==> config.mk <==
export PLATFORM = sky130hd
export DESIGN_NAME = spcg_top
export DESIGN_NICKNAME = d
export VERILOG_FILES = /design/src/core/spcg_pkg.sv /design/src/core/spcg_rate_gen.sv /design/src/core/spcg_top.sv
export SDC_FILE = /design/constraint.sdc
export NUM_CORES = 1
export LEC_CHECK = 0
export ABC_AREA = 1
export BUFFER_PORTS_ARGS = -buffer_cell sky130_fd_sc_hd__clkbuf_2
export CELL_PAD_IN_SITES_DETAIL_PLACEMENT = 0
export CELL_PAD_IN_SITES_GLOBAL_PLACEMENT = 1
export CORE_UTILIZATION = 46
export DETAILED_ROUTE_END_ITERATION = 6
export PLACE_DENSITY_LB_ADDON = 0.1
export SKIP_LAST_GASP = 1
export SYNTH_ARGS = -nofsm -noshare
export SYNTH_HDL_FRONTEND = slang
export SYNTH_HIERARCHICAL = 1
export SYNTH_SLANG_ARGS = --single-unit
==> constraint.sdc <==
create_clock -name clk_i -period 10.6 [get_ports clk_i]
set_input_delay 1.59 -clock clk_i [delete_from_list [all_inputs] [get_ports clk_i]]
set_output_delay 1.59 -clock clk_i [all_outputs]
set_load 0.02 [all_outputs]
==> src/core/spcg_pkg.sv <==
// Package: constants for the sensor clock generation block
package spcg_pkg;

  // ****************************************************************
  // Field widths
  // ****************************************************************
  localparam int PRE_W = 7;
  localparam int MULT_W = 8;
  localparam int DIV_W = 5;
  localparam int RS_W = 11;
  localparam int PER_W = 16;
  localparam int THR_W = 27;
  localparam int LINE_W = 16;
  localparam int LIM_W = 16;
  localparam int LOCK_W = 18;

  // ****************************************************************
  // Reset values (serial output defaults)
  // ****************************************************************
  localparam logic [PRE_W-1:0] PRE_RST = 7'h02;
  localparam logic [MULT_W-1:0] MULT_RST = 8'h40;
  localparam logic [DIV_W-1:0] CORE_DIV_RST = 5'h03;
  localparam logic [DIV_W-1:0] OUT_DIV_RST = 5'h0C;
  localparam logic [RS_W-1:0] RS_RST = 11'h101;
  localparam logic [LINE_W-1:0] LINE_RST = 16'h1000;

  // Fixed system dividers, not programmable
  localparam logic [1:0] CORE_SYS_DIV = 2'h1;
  localparam logic [1:0] OUT_SYS_DIV = 2'h1;

  // ****************************************************************
  // Field positions in the row-rate word
  // ****************************************************************
  localparam int RS_CORE_LSB = 0;
  localparam int RS_OUT_LSB = 8;

  // ****************************************************************
  // Timing
  // ****************************************************************
  localparam int CLK_PERIOD_PS = 4000;
  localparam longint LOCK_MAX_US = 1000;
  localparam longint LOCK_TYP_US = 200;
  localparam int LOCK_MAX_CYC = int'((LOCK_MAX_US * 1000000) / CLK_PERIOD_PS);
  localparam int LOCK_TYP_CYC = int'((LOCK_TYP_US * 1000000) / CLK_PERIOD_PS);

  // ****************************************************************
  // Parameter limits (frequencies in MHz)
  // ****************************************************************
  localparam logic [LIM_W-1:0] LIM_IP_MIN = 16'h0006;
  localparam logic [LIM_W-1:0] LIM_IP_MAX = 16'h0030;
  localparam logic [LIM_W-1:0] LIM_VCO_MIN = 16'h0180;
  localparam logic [LIM_W-1:0] LIM_VCO_MAX = 16'h0300;
  localparam logic [LIM_W-1:0] LIM_M_MIN = 16'h0020;
  localparam logic [LIM_W-1:0] LIM_M_MAX = 16'h0080;
  localparam logic [LIM_W-1:0] LIM_N_MIN = 16'h0001;
  localparam logic [LIM_W-1:0] LIM_N_MAX = 16'h0040;

  typedef enum logic [2:0] {
    SEL_IP_MIN = 3'h0,
    SEL_IP_MAX = 3'h1,
    SEL_VCO_MIN = 3'h2,
    SEL_VCO_MAX = 3'h3,
    SEL_M_MIN = 3'h4,
    SEL_M_MAX = 3'h5,
    SEL_N_MIN = 3'h6,
    SEL_N_MAX = 3'h7
  } spcg_lim_sel_t;

  typedef enum logic [1:0] {
    ST_STANDBY = 2'b00,
    ST_LOCK = 2'b01,
    ST_STREAM = 2'b10
  } spcg_state_t;

endpackage : spcg_pkg

==> src/core/spcg_rate_gen.sv <==
// Rate generator: emits step/thresh ticks per system clock
`timescale 1ns/1ps
module spcg_rate_gen
  import spcg_pkg::*;
(
  // Clock and control
  input wire logic clk_i,
  input wire logic resetn_i,
  input wire logic ce_i,
  input wire logic run_i,
  // Rate
  input wire logic [MULT_W-1:0] step_i,
  input wire logic [THR_W-1:0] thresh_i,
  // Tick
  output logic tick_o
);

  logic [THR_W-1:0] acc_ff;
  logic [THR_W-1:0] nxt_acc;
  logic tick_ff;
  logic nxt_tick;
  logic [THR_W-1:0] sum;

  always_comb begin
    sum = acc_ff + THR_W'(step_i);
    nxt_acc = acc_ff;
    nxt_tick = 1'b0;
    if (!run_i || thresh_i == '0) begin
      nxt_acc = '0;
    end else if (sum >= thresh_i) begin
      // Ratio above one saturates at one tick per cycle
      nxt_acc = (sum - thresh_i >= thresh_i) ? '0 : sum - thresh_i;
      nxt_tick = 1'b1;
    end else begin
      nxt_acc = sum;
    end
  end

  always_ff @(posedge clk_i) begin
    if (!resetn_i) begin
      acc_ff <= '0;
      tick_ff <= 1'b0;
    end else if (ce_i) begin
      acc_ff <= nxt_acc;
      tick_ff <= nxt_tick;
    end
  end

  assign tick_o = tick_ff;

  chk_rate_idle: assert property (@(posedge clk_i) disable iff (!resetn_i)
    (ce_i && !run_i) |=> !tick_o) else $error("tick while rate generator stopped");

  chk_rate_thresh: assert property (@(posedge clk_i) disable iff (!resetn_i)
    (ce_i && run_i && thresh_i != '0 && sum < thresh_i) |=> !tick_o)
    else $error("tick before threshold reached");

endmodule : spcg_rate_gen

==> src/core/spcg_top.sv <==
// Sensor clock generation: prescaler, loop model, dividers, gating
`timescale 1ns/1ps
module spcg_top
  import spcg_pkg::*;
#(
  parameter int LOCK_CYC = LOCK_MAX_CYC
) (
  // Clock, reset, enable
  input wire logic clk_i,
  input wire logic resetn_i,
  input wire logic ce_i,
  // External input clock, sampled
  input wire logic external_input_clock_i,
  // Mode control
  input wire logic stream_req_i,
  // Divider programming
  input wire logic cfg_wr_i,
  input wire logic [PRE_W-1:0] cfg_prescale_i,
  input wire logic [MULT_W-1:0] cfg_mult_i,
  input wire logic [DIV_W-1:0] cfg_core_pixel_divider_i,
  input wire logic [DIV_W-1:0] cfg_output_pixel_divider_i,
  input wire logic [RS_W-1:0] cfg_row_rate_i,
  input wire logic [LINE_W-1:0] cfg_line_len_i,
  // Output FIFO
  input wire logic fifo_has_pixel_i,
  output logic fifo_pop_o,
  // Pixel clocks as enables
  output logic core_timing_pixel_clock_o,
  output logic output_pixel_clock_o,
  output logic line_start_o,
  // Domain gates and status
  output logic core_dom_en_o,
  output logic out_dom_en_o,
  output logic serial_dom_en_o,
  output logic loop_en_o,
  output logic loop_locked_o,
  output logic streaming_o,
  output logic [PER_W-1:0] meas_period_o,
  // Limit readback
  input wire logic [2:0] lim_sel_i,
  output logic [LIM_W-1:0] lim_value_o
);

  // ****************************************************************
  // Configuration registers
  // ****************************************************************
  logic [PRE_W-1:0] pre_ff, nxt_pre;
  logic [MULT_W-1:0] mult_ff, nxt_mult;
  logic [DIV_W-1:0] cdiv_ff, nxt_cdiv;
  logic [DIV_W-1:0] odiv_ff, nxt_odiv;
  logic [RS_W-1:0] rs_ff, nxt_rs;
  logic [LINE_W-1:0] line_len_ff, nxt_line_len;
  spcg_state_t state_ff, nxt_state;

  always_comb begin
    nxt_pre = pre_ff;
    nxt_mult = mult_ff;
    nxt_cdiv = cdiv_ff;
    nxt_odiv = odiv_ff;
    nxt_rs = rs_ff;
    nxt_line_len = line_len_ff;
    // Writes outside standby are dropped rather than corrupting live clocks
    if (cfg_wr_i && state_ff == ST_STANDBY) begin
      nxt_pre = cfg_prescale_i;
      nxt_mult = cfg_mult_i;
      nxt_cdiv = cfg_core_pixel_divider_i;
      nxt_odiv = cfg_output_pixel_divider_i;
      nxt_rs = cfg_row_rate_i;
      nxt_line_len = cfg_line_len_i;
    end
  end

  always_ff @(posedge clk_i) begin
    if (!resetn_i) begin
      pre_ff <= PRE_RST;
      mult_ff <= MULT_RST;
      cdiv_ff <= CORE_DIV_RST;
      odiv_ff <= OUT_DIV_RST;
      rs_ff <= RS_RST;
      line_len_ff <= LINE_RST;
    end else if (ce_i) begin
      pre_ff <= nxt_pre;
      mult_ff <= nxt_mult;
      cdiv_ff <= nxt_cdiv;
      odiv_ff <= nxt_odiv;
      rs_ff <= nxt_rs;
      line_len_ff <= nxt_line_len;
    end
  end

  // ****************************************************************
  // Standby, lock, stream sequencing
  // ****************************************************************
  logic [LOCK_W-1:0] lock_cnt_ff, nxt_lock_cnt;
  logic lock_done;

  assign lock_done = (lock_cnt_ff == LOCK_W'(LOCK_CYC - 1));

  always_comb begin
    nxt_state = state_ff;
    nxt_lock_cnt = '0;
    case (state_ff)
      ST_STANDBY: begin
        if (stream_req_i) begin
          nxt_state = ST_LOCK;
        end
      end
      ST_LOCK: begin
        nxt_lock_cnt = lock_cnt_ff + LOCK_W'(1);
        if (!stream_req_i) begin
          nxt_state = ST_STANDBY;
        end else if (lock_done) begin
          nxt_state = ST_STREAM;
        end
      end
      ST_STREAM: begin
        if (!stream_req_i) begin
          nxt_state = ST_STANDBY;
        end
      end
      default: begin
        nxt_state = ST_STANDBY;
      end
    endcase
  end

  always_ff @(posedge clk_i) begin
    if (!resetn_i) begin
      state_ff <= ST_STANDBY;
      lock_cnt_ff <= '0;
    end else if (ce_i) begin
      state_ff <= nxt_state;
      lock_cnt_ff <= nxt_lock_cnt;
    end
  end

  assign loop_en_o = (state_ff != ST_STANDBY);
  assign streaming_o = (state_ff == ST_STREAM);
  assign core_dom_en_o = streaming_o;
  assign out_dom_en_o = streaming_o;
  assign serial_dom_en_o = 1'b1;

  // ****************************************************************
  // Prescaler and loop input period measurement
  // ****************************************************************
  logic ext_d_ff, nxt_ext_d;
  logic [PRE_W-1:0] pre_cnt_ff, nxt_pre_cnt;
  logic [PER_W-1:0] per_cnt_ff, nxt_per_cnt;
  logic [PER_W-1:0] period_ff, nxt_period;
  logic [PER_W-1:0] last_per_ff, nxt_last_per;
  logic locked_ff, nxt_locked;
  logic [PRE_W-1:0] pre_eff;
  logic pre_tick;

  assign pre_eff = (pre_ff == '0) ? PRE_W'(1) : pre_ff;
  assign pre_tick = loop_en_o && external_input_clock_i && !ext_d_ff
                    && (pre_cnt_ff == pre_eff - PRE_W'(1));

  always_comb begin
    nxt_ext_d = external_input_clock_i;
    nxt_pre_cnt = pre_cnt_ff;
    nxt_per_cnt = (per_cnt_ff == '1) ? per_cnt_ff : per_cnt_ff + PER_W'(1);
    nxt_period = period_ff;
    nxt_last_per = last_per_ff;
    nxt_locked = locked_ff && loop_en_o;
    if (!loop_en_o) begin
      nxt_pre_cnt = '0;
      nxt_per_cnt = '0;
      nxt_period = '0;
      nxt_last_per = '0;
    end else if (external_input_clock_i && !ext_d_ff) begin
      nxt_pre_cnt = pre_tick ? '0 : pre_cnt_ff + PRE_W'(1);
      if (pre_tick) begin
        nxt_per_cnt = PER_W'(1);
        nxt_period = per_cnt_ff;
        nxt_last_per = period_ff;
        // Two equal periods mark the loop as settled
        nxt_locked = (period_ff == per_cnt_ff) && (period_ff != '0);
      end
    end
  end

  always_ff @(posedge clk_i) begin
    if (!resetn_i) begin
      ext_d_ff <= 1'b0;
      pre_cnt_ff <= '0;
      per_cnt_ff <= '0;
      period_ff <= '0;
      last_per_ff <= '0;
      locked_ff <= 1'b0;
    end else if (ce_i) begin
      ext_d_ff <= nxt_ext_d;
      pre_cnt_ff <= nxt_pre_cnt;
      per_cnt_ff <= nxt_per_cnt;
      period_ff <= nxt_period;
      last_per_ff <= nxt_last_per;
      locked_ff <= nxt_locked;
    end
  end

  assign loop_locked_o = locked_ff;
  assign meas_period_o = period_ff;

  // ****************************************************************
  // Post dividers as rate generators
  // ****************************************************************
  logic [2:0] rs_core, rs_out;
  logic [THR_W-1:0] core_thr, out_thr;

  assign rs_core = (rs_ff[RS_CORE_LSB +: 3] == '0) ? 3'h1 : rs_ff[RS_CORE_LSB +: 3];
  assign rs_out = (rs_ff[RS_OUT_LSB +: 3] == '0) ? 3'h1 : rs_ff[RS_OUT_LSB +: 3];
  // Period already spans the prescaler, so it divides only by the post stages
  // Widen before multiplying so the product is not cut to the period width
  assign core_thr = THR_W'(period_ff) * THR_W'(cdiv_ff) * THR_W'(rs_core)
                    * THR_W'(CORE_SYS_DIV);
  assign out_thr = THR_W'(period_ff) * THR_W'(odiv_ff) * THR_W'(rs_out)
                   * THR_W'(OUT_SYS_DIV);

  spcg_rate_gen u_core_rate (
    .clk_i(clk_i),
    .resetn_i(resetn_i),
    .ce_i(ce_i),
    .run_i(core_dom_en_o),
    .step_i(mult_ff),
    .thresh_i(core_thr),
    .tick_o(core_timing_pixel_clock_o)
  );

  spcg_rate_gen u_out_rate (
    .clk_i(clk_i),
    .resetn_i(resetn_i),
    .ce_i(ce_i),
    .run_i(out_dom_en_o),
    .step_i(mult_ff),
    .thresh_i(out_thr),
    .tick_o(output_pixel_clock_o)
  );

  assign fifo_pop_o = output_pixel_clock_o && fifo_has_pixel_i;

  // ****************************************************************
  // Line period counted in core pixel periods
  // ****************************************************************
  logic [LINE_W-1:0] line_cnt_ff, nxt_line_cnt;
  logic line_start_ff, nxt_line_start;

  always_comb begin
    nxt_line_cnt = line_cnt_ff;
    nxt_line_start = 1'b0;
    if (!core_dom_en_o) begin
      nxt_line_cnt = '0;
    end else if (core_timing_pixel_clock_o) begin
      if (line_cnt_ff >= line_len_ff - LINE_W'(1)) begin
        nxt_line_cnt = '0;
        nxt_line_start = 1'b1;
      end else begin
        nxt_line_cnt = line_cnt_ff + LINE_W'(1);
      end
    end
  end

  always_ff @(posedge clk_i) begin
    if (!resetn_i) begin
      line_cnt_ff <= '0;
      line_start_ff <= 1'b0;
    end else if (ce_i) begin
      line_cnt_ff <= nxt_line_cnt;
      line_start_ff <= nxt_line_start;
    end
  end

  assign line_start_o = line_start_ff;

  // ****************************************************************
  // Read-only parameter limits
  // ****************************************************************
  logic [LIM_W-1:0] lim_ff, nxt_lim;

  always_comb begin
    case (spcg_lim_sel_t'(lim_sel_i))
      SEL_IP_MIN: nxt_lim = LIM_IP_MIN;
      SEL_IP_MAX: nxt_lim = LIM_IP_MAX;
      SEL_VCO_MIN: nxt_lim = LIM_VCO_MIN;
      SEL_VCO_MAX: nxt_lim = LIM_VCO_MAX;
      SEL_M_MIN: nxt_lim = LIM_M_MIN;
      SEL_M_MAX: nxt_lim = LIM_M_MAX;
      SEL_N_MIN: nxt_lim = LIM_N_MIN;
      default: nxt_lim = LIM_N_MAX;
    endcase
  end

  always_ff @(posedge clk_i) begin
    if (!resetn_i) begin
      lim_ff <= '0;
    end else if (ce_i) begin
      lim_ff <= nxt_lim;
    end
  end

  assign lim_value_o = lim_ff;

  // ****************************************************************
  // Checks
  // ****************************************************************
  chk_lock_hold: assert property (@(posedge clk_i) disable iff (!resetn_i)
    (state_ff == ST_LOCK) |-> !core_timing_pixel_clock_o && !output_pixel_clock_o)
    else $error("pixel clock running during lock");

  chk_lock_release: assert property (@(posedge clk_i) disable iff (!resetn_i)
    (ce_i && state_ff == ST_LOCK && lock_done && stream_req_i) |=> streaming_o)
    else $error("stream not entered after lock delay");

  chk_lock_early: assert property (@(posedge clk_i) disable iff (!resetn_i)
    $rose(streaming_o) |-> $past(lock_cnt_ff) == LOCK_W'(LOCK_CYC - 1))
    else $error("stream entered before lock delay");

  chk_standby_gate: assert property (@(posedge clk_i) disable iff (!resetn_i)
    (state_ff == ST_STANDBY) |-> !core_dom_en_o && !out_dom_en_o && serial_dom_en_o)
    else $error("domain clock active in standby");

  chk_wr_standby: assert property (@(posedge clk_i) disable iff (!resetn_i)
    (ce_i && cfg_wr_i && state_ff == ST_STANDBY) |=> mult_ff == $past(cfg_mult_i))
    else $error("standby write not taken");

  chk_wr_stream: assert property (@(posedge clk_i) disable iff (!resetn_i)
    (state_ff != ST_STANDBY) |=> $stable(mult_ff) && $stable(odiv_ff))
    else $error("divider changed outside standby");

  chk_rst_default: assert property (@(posedge clk_i)
    $past(!resetn_i) && resetn_i |-> mult_ff == MULT_RST && odiv_ff == OUT_DIV_RST)
    else $error("reset default wrong");

  chk_pre_count: assert property (@(posedge clk_i) disable iff (!resetn_i)
    (ce_i && pre_tick) |=> pre_cnt_ff == '0 && per_cnt_ff == PER_W'(1))
    else $error("prescaler wrap wrong");

  chk_line_len: assert property (@(posedge clk_i) disable iff (!resetn_i)
    line_start_o |-> line_cnt_ff == '0 && $past(core_timing_pixel_clock_o))
    else $error("line start without pixel");

  chk_fifo_pop: assert property (@(posedge clk_i) disable iff (!resetn_i)
    fifo_pop_o |-> output_pixel_clock_o && out_dom_en_o)
    else $error("fifo unloaded off output clock");

  chk_limit_m: assert property (@(posedge clk_i) disable iff (!resetn_i)
    (ce_i && lim_sel_i == 3'h4) |=> lim_value_o == LIM_M_MIN)
    else $error("limit readback wrong");

endmodule : spcg_top

==> impl_metrics.env <==
export IMPL_clk_path_buf_depth=2
export IMPL_leakage_nw=15.7
export IMPL_reg2reg_to="u_core_rate/acc_ff[3]"
export IMPL_setup_viol=0
export IMPL_combPwrFrac=0.352
export IMPL_fin_nets=4995
export IMPL_switching_share=0.424
export IMPL_ir_drop_v=0.000132
export IMPL_viasPerCell=5.06
export IMPL_syn_area_mm2=0.0272
export IMPL_hold_buffers=0
export IMPL_cts_tree="done"
export IMPL_finalCriticalPeriod_ns=9.72
export IMPL_timing_slew_headroom=0.310
export IMPL_startpoint_type="flop"
export IMPL_holdPathEnd="ext_d_ff"
export IMPL_synth_compound_area_share=0.0949
export IMPL_drt_wl_total_mm=83.0
export IMPL_worst_ep_required_time_ns=10.98
export IMPL_fin_crit_sh=0.917
export IMPL_wl_per_cell_um=15.6
export IMPL_synth_top_family_by_area="simple AND/OR/NAND/NOR gates"
export IMPL_synth_area_leaders="nand2_1, dfxtp_1, inv_1"
export IMPL_outcome="finished, final reports clean"
export IMPL_synth_edf_count=0
export IMPL_die_w_um=245
export IMPL_synth_cells=4523
export IMPL_drtIter0Drc=1785
export IMPL_core_area_mm2=0.0581
export IMPL_grtUsageMet1=0.384
export IMPL_antenna_found_initial=0
export IMPL_p_per_area_mw_per_mm2=79.4
export IMPL_clk_pin_slew_worst_paths_ns=0.10
export IMPL_synth_area_leader_cell="nand2_1"
export IMPL_synthMuxAreaShare=0
export IMPL_synth_fa_ha_area_frac=0.209
export IMPL_place_congestion=0.939
export IMPL_placed_cells=5301
export IMPL_power_frac_seq=0.333
export IMPL_met2_usage=0.457
export IMPL_ant_nets=0
export IMPL_grt_busiest_layer="met2"
export IMPL_ys_ff_latch=189
export IMPL_setup_tns_ns=0
export IMPL_grt_max_degree=61
export IMPL_synth_top_area_frac=0.186
export IMPL_tightest_slew_ns=1.03
export IMPL_maxCapViolations=0
export IMPL_hp_start="ext_d_ff"
export IMPL_area_growth_pct=6.38
export IMPL_grt_pass1_wl_mm=136
export IMPL_clkLatencyLatePin_ns=0.51
export IMPL_drive_above_1_share=0.0604
export IMPL_grt_setup_unrepaired="no"
export IMPL_grt_pass1_vias=26100
export IMPL_root_buffer="clkbuf_16"
export IMPL_yosysSeqAreaShare=0.139
export IMPL_met3_usage=0.0342
export IMPL_overflow=0
export IMPL_fmax_ghz=0.103
export IMPL_internal_power_w=0.00133
export IMPL_grt_use_total=0.284
export IMPL_row_count=88
export IMPL_maxSlewViolCount=0
export IMPL_critPathMaxFanout=17
export IMPL_synth_cell_types=55
export IMPL_p_sw_w=0.000975
export IMPL_diodes=0
export IMPL_pin_count=104
export IMPL_vias=27000
export IMPL_synth_xor_area_share=0.0486
export IMPL_die_area_mm2=0.0602
export IMPL_path_class="reg2reg"
export IMPL_start_util=0.468
export IMPL_ff2ff_path_depth=46
export IMPL_power_share_clock=0.314
export IMPL_synth_ff_type="dfxtp_1"
export IMPL_critPathMaxStageDelay_ns=0.73
export IMPL_io_buffers=90
export IMPL_drc=0
export IMPL_cp_slowest_cell="dfxtp_1"
export IMPL_ys_warnings_count=6
export IMPL_finalHoldViolCount=0
export IMPL_reg2reg_from="meas_period_o[6]"
export IMPL_die_height_um=245
export IMPL_hold_depth=2
export IMPL_hold_class="reg2reg"
export IMPL_critPathMostFrequentCell="nand2_1"
export IMPL_rrSetupSlack_ns=0.88
export IMPL_first_pass_iters=5
export IMPL_yosys_area_share_simple=0.369
export IMPL_final_cells=5333
export IMPL_critPathCaptureType="flop"
export IMPL_arrival_ns=10.10
export IMPL_syn_area_per_cell_um2=6.02
export IMPL_htreeDepth=4
export IMPL_finClkSkew_ns=0.0227
export IMPL_postCtsSetupBuffers=0
export IMPL_cts_sinks=189
export IMPL_cts_resized=0
export IMPL_synth_async_sr_flop_share=0
export IMPL_hpwl_mm=68.7
export IMPL_numCtsBuffers=17
-- state kept, by name, summed over array words and instances, names as in the netlist, 16 cells and up --
signal	cells
u_core_rate/acc_ff	27
u_out_rate/acc_ff	27
lock_cnt_ff	18
line_cnt_ff	16
line_len_ff	16
meas_period_o	16
per_cnt_ff	16
-- synthesized netlist by cell type, types with 14 or more instances --
cell type  count
nor2_2        27
nor2_1       468
dfxtp_1      189
xnor2_1       40
nand2_1     1347
ha_1         250
inv_1        856
a21oi_1      249
xor2_1       111
buf_4         14
fa_1         128
clkbuf_1      81
nor3_1        52
or2_2         15
o21ai_0      134
nand3_1      241
nand2_2       19
nand4_1      112
-- power groups by stage --
stage	logic (W)	clock network (W)	registers, W
5_1_grt	0.000914	0.000770	0.000772
3_3_place_gp	0.000801	0	0.000783
4_1_cts	0.000806	0.000746	0.000767
2_1_floorplan	0.000612	0	0.000760
6_report	0.000811	0.000723	0.000767
3_5_place_dp	0.000802	0	0.000784
-- metrics by stage --
step	power, W	setup WS, ns	instance area (um^2)	hold WS, ns	utilization
after floorplan	0.00137	2.23	27300	0.434	-
after global placement	0.00158	0.900	28300	0.444	0.487
after detailed placement	0.00159	0.850	28300	0.454	0.487
after CTS	0.00232	0.804	29000	0.468	0.498
after global routing	0.00246	0.0293	29000	0.492	0.498
final	0.00230	0.877	29000	0.467	0.498
-- critical path: cells and delay by family (launching register included) --
kind	cells	cell delay, ns
simple gates	28	3.73
fa+ha+maj	8	3.42
flops	1	0.73
xor+xnor	2	0.70
compound gates	2	0.54
buf+inv	6	0.46
-- kinds of logic (layout without fill, tap and decap cells) --
| family | Yosys count | count (layout) |
|---|---|---|
| simple gates | 2352 | 2352 |
| buf+inv | 980 | 1011 |
| compound gates | 471 | 471 |
| fa+ha+maj | 378 | 378 |
| flops | 189 | 189 |
| xor+xnor | 151 | 151 |
| other cells | 2 | 16 |
-- how the worst max path moves through the flow --
| stage | to | from |
|---|---|---|
| floorplan | u_out_rate/acc_ff[23] | odiv_ff[4] |
| global placement | u_core_rate/acc_ff[22] | cdiv_ff[2] |
| detailed placement | u_core_rate/acc_ff[3] | cdiv_ff[2] |
| CTS | u_core_rate/acc_ff[20] | cdiv_ff[2] |
| global route | u_core_rate/acc_ff[23] | meas_period_o[1] |
| finish | u_core_rate/acc_ff[3] | meas_period_o[6] |
-- area by class of cell --
type,instances,area (um^2)
multi-input cells,3368,19700
fillers,6374,29200
inverters,870,3270
clock inverters,15,225
flip-flops and latches,189,3790
repair buffers,109,593
well taps,765,957
clock buffers,17,425
-- cells in the final DEF, fill, tap and decap left out, drive strengths merged, types with 4 or more instances in the layout --
| cell | synthesis | routed |
|---|---|---|
| nor3b | 4 | 4 |
| o21ai | 147 | 147 |
| nand2 | 1372 | 1372 |
| dfxtp | 189 | 189 |
| clkbuf | 81 | 106 |
| fa | 128 | 128 |
| nand3b | 13 | 13 |
| a21o | 11 | 11 |
| nor2 | 510 | 510 |
| a31o | 4 | 4 |
| xnor2 | 40 | 40 |
| conb | 2 | 16 |
| and2 | 9 | 9 |
| nand4 | 113 | 113 |
| a31oi | 8 | 8 |
| ha | 250 | 250 |
| inv | 865 | 873 |
| nor3 | 58 | 58 |
| nor4 | 6 | 6 |
| nand3 | 250 | 250 |
| o211ai | 8 | 8 |
| o21bai | 11 | 11 |
| o21a | 11 | 11 |
| clkinv | 5 | 12 |
| a21oi | 255 | 255 |
| xor2 | 111 | 111 |
| buf | 29 | 20 |
| o31ai | 8 | 8 |
| or2 | 17 | 17 |
-- metal layers --
| layer | vias to the layer above | routed length (um) |
|---|---|---|
| li1 | 14100 | - |
| met1 | 12200 | 39800 |
| met2 | 543 | 36500 |
| met3 | 119 | 3640 |
| met4 | 0 | 3090 |
| met5 | - | 0 |
Note: power is estimated with default switching activity, not from simulation.
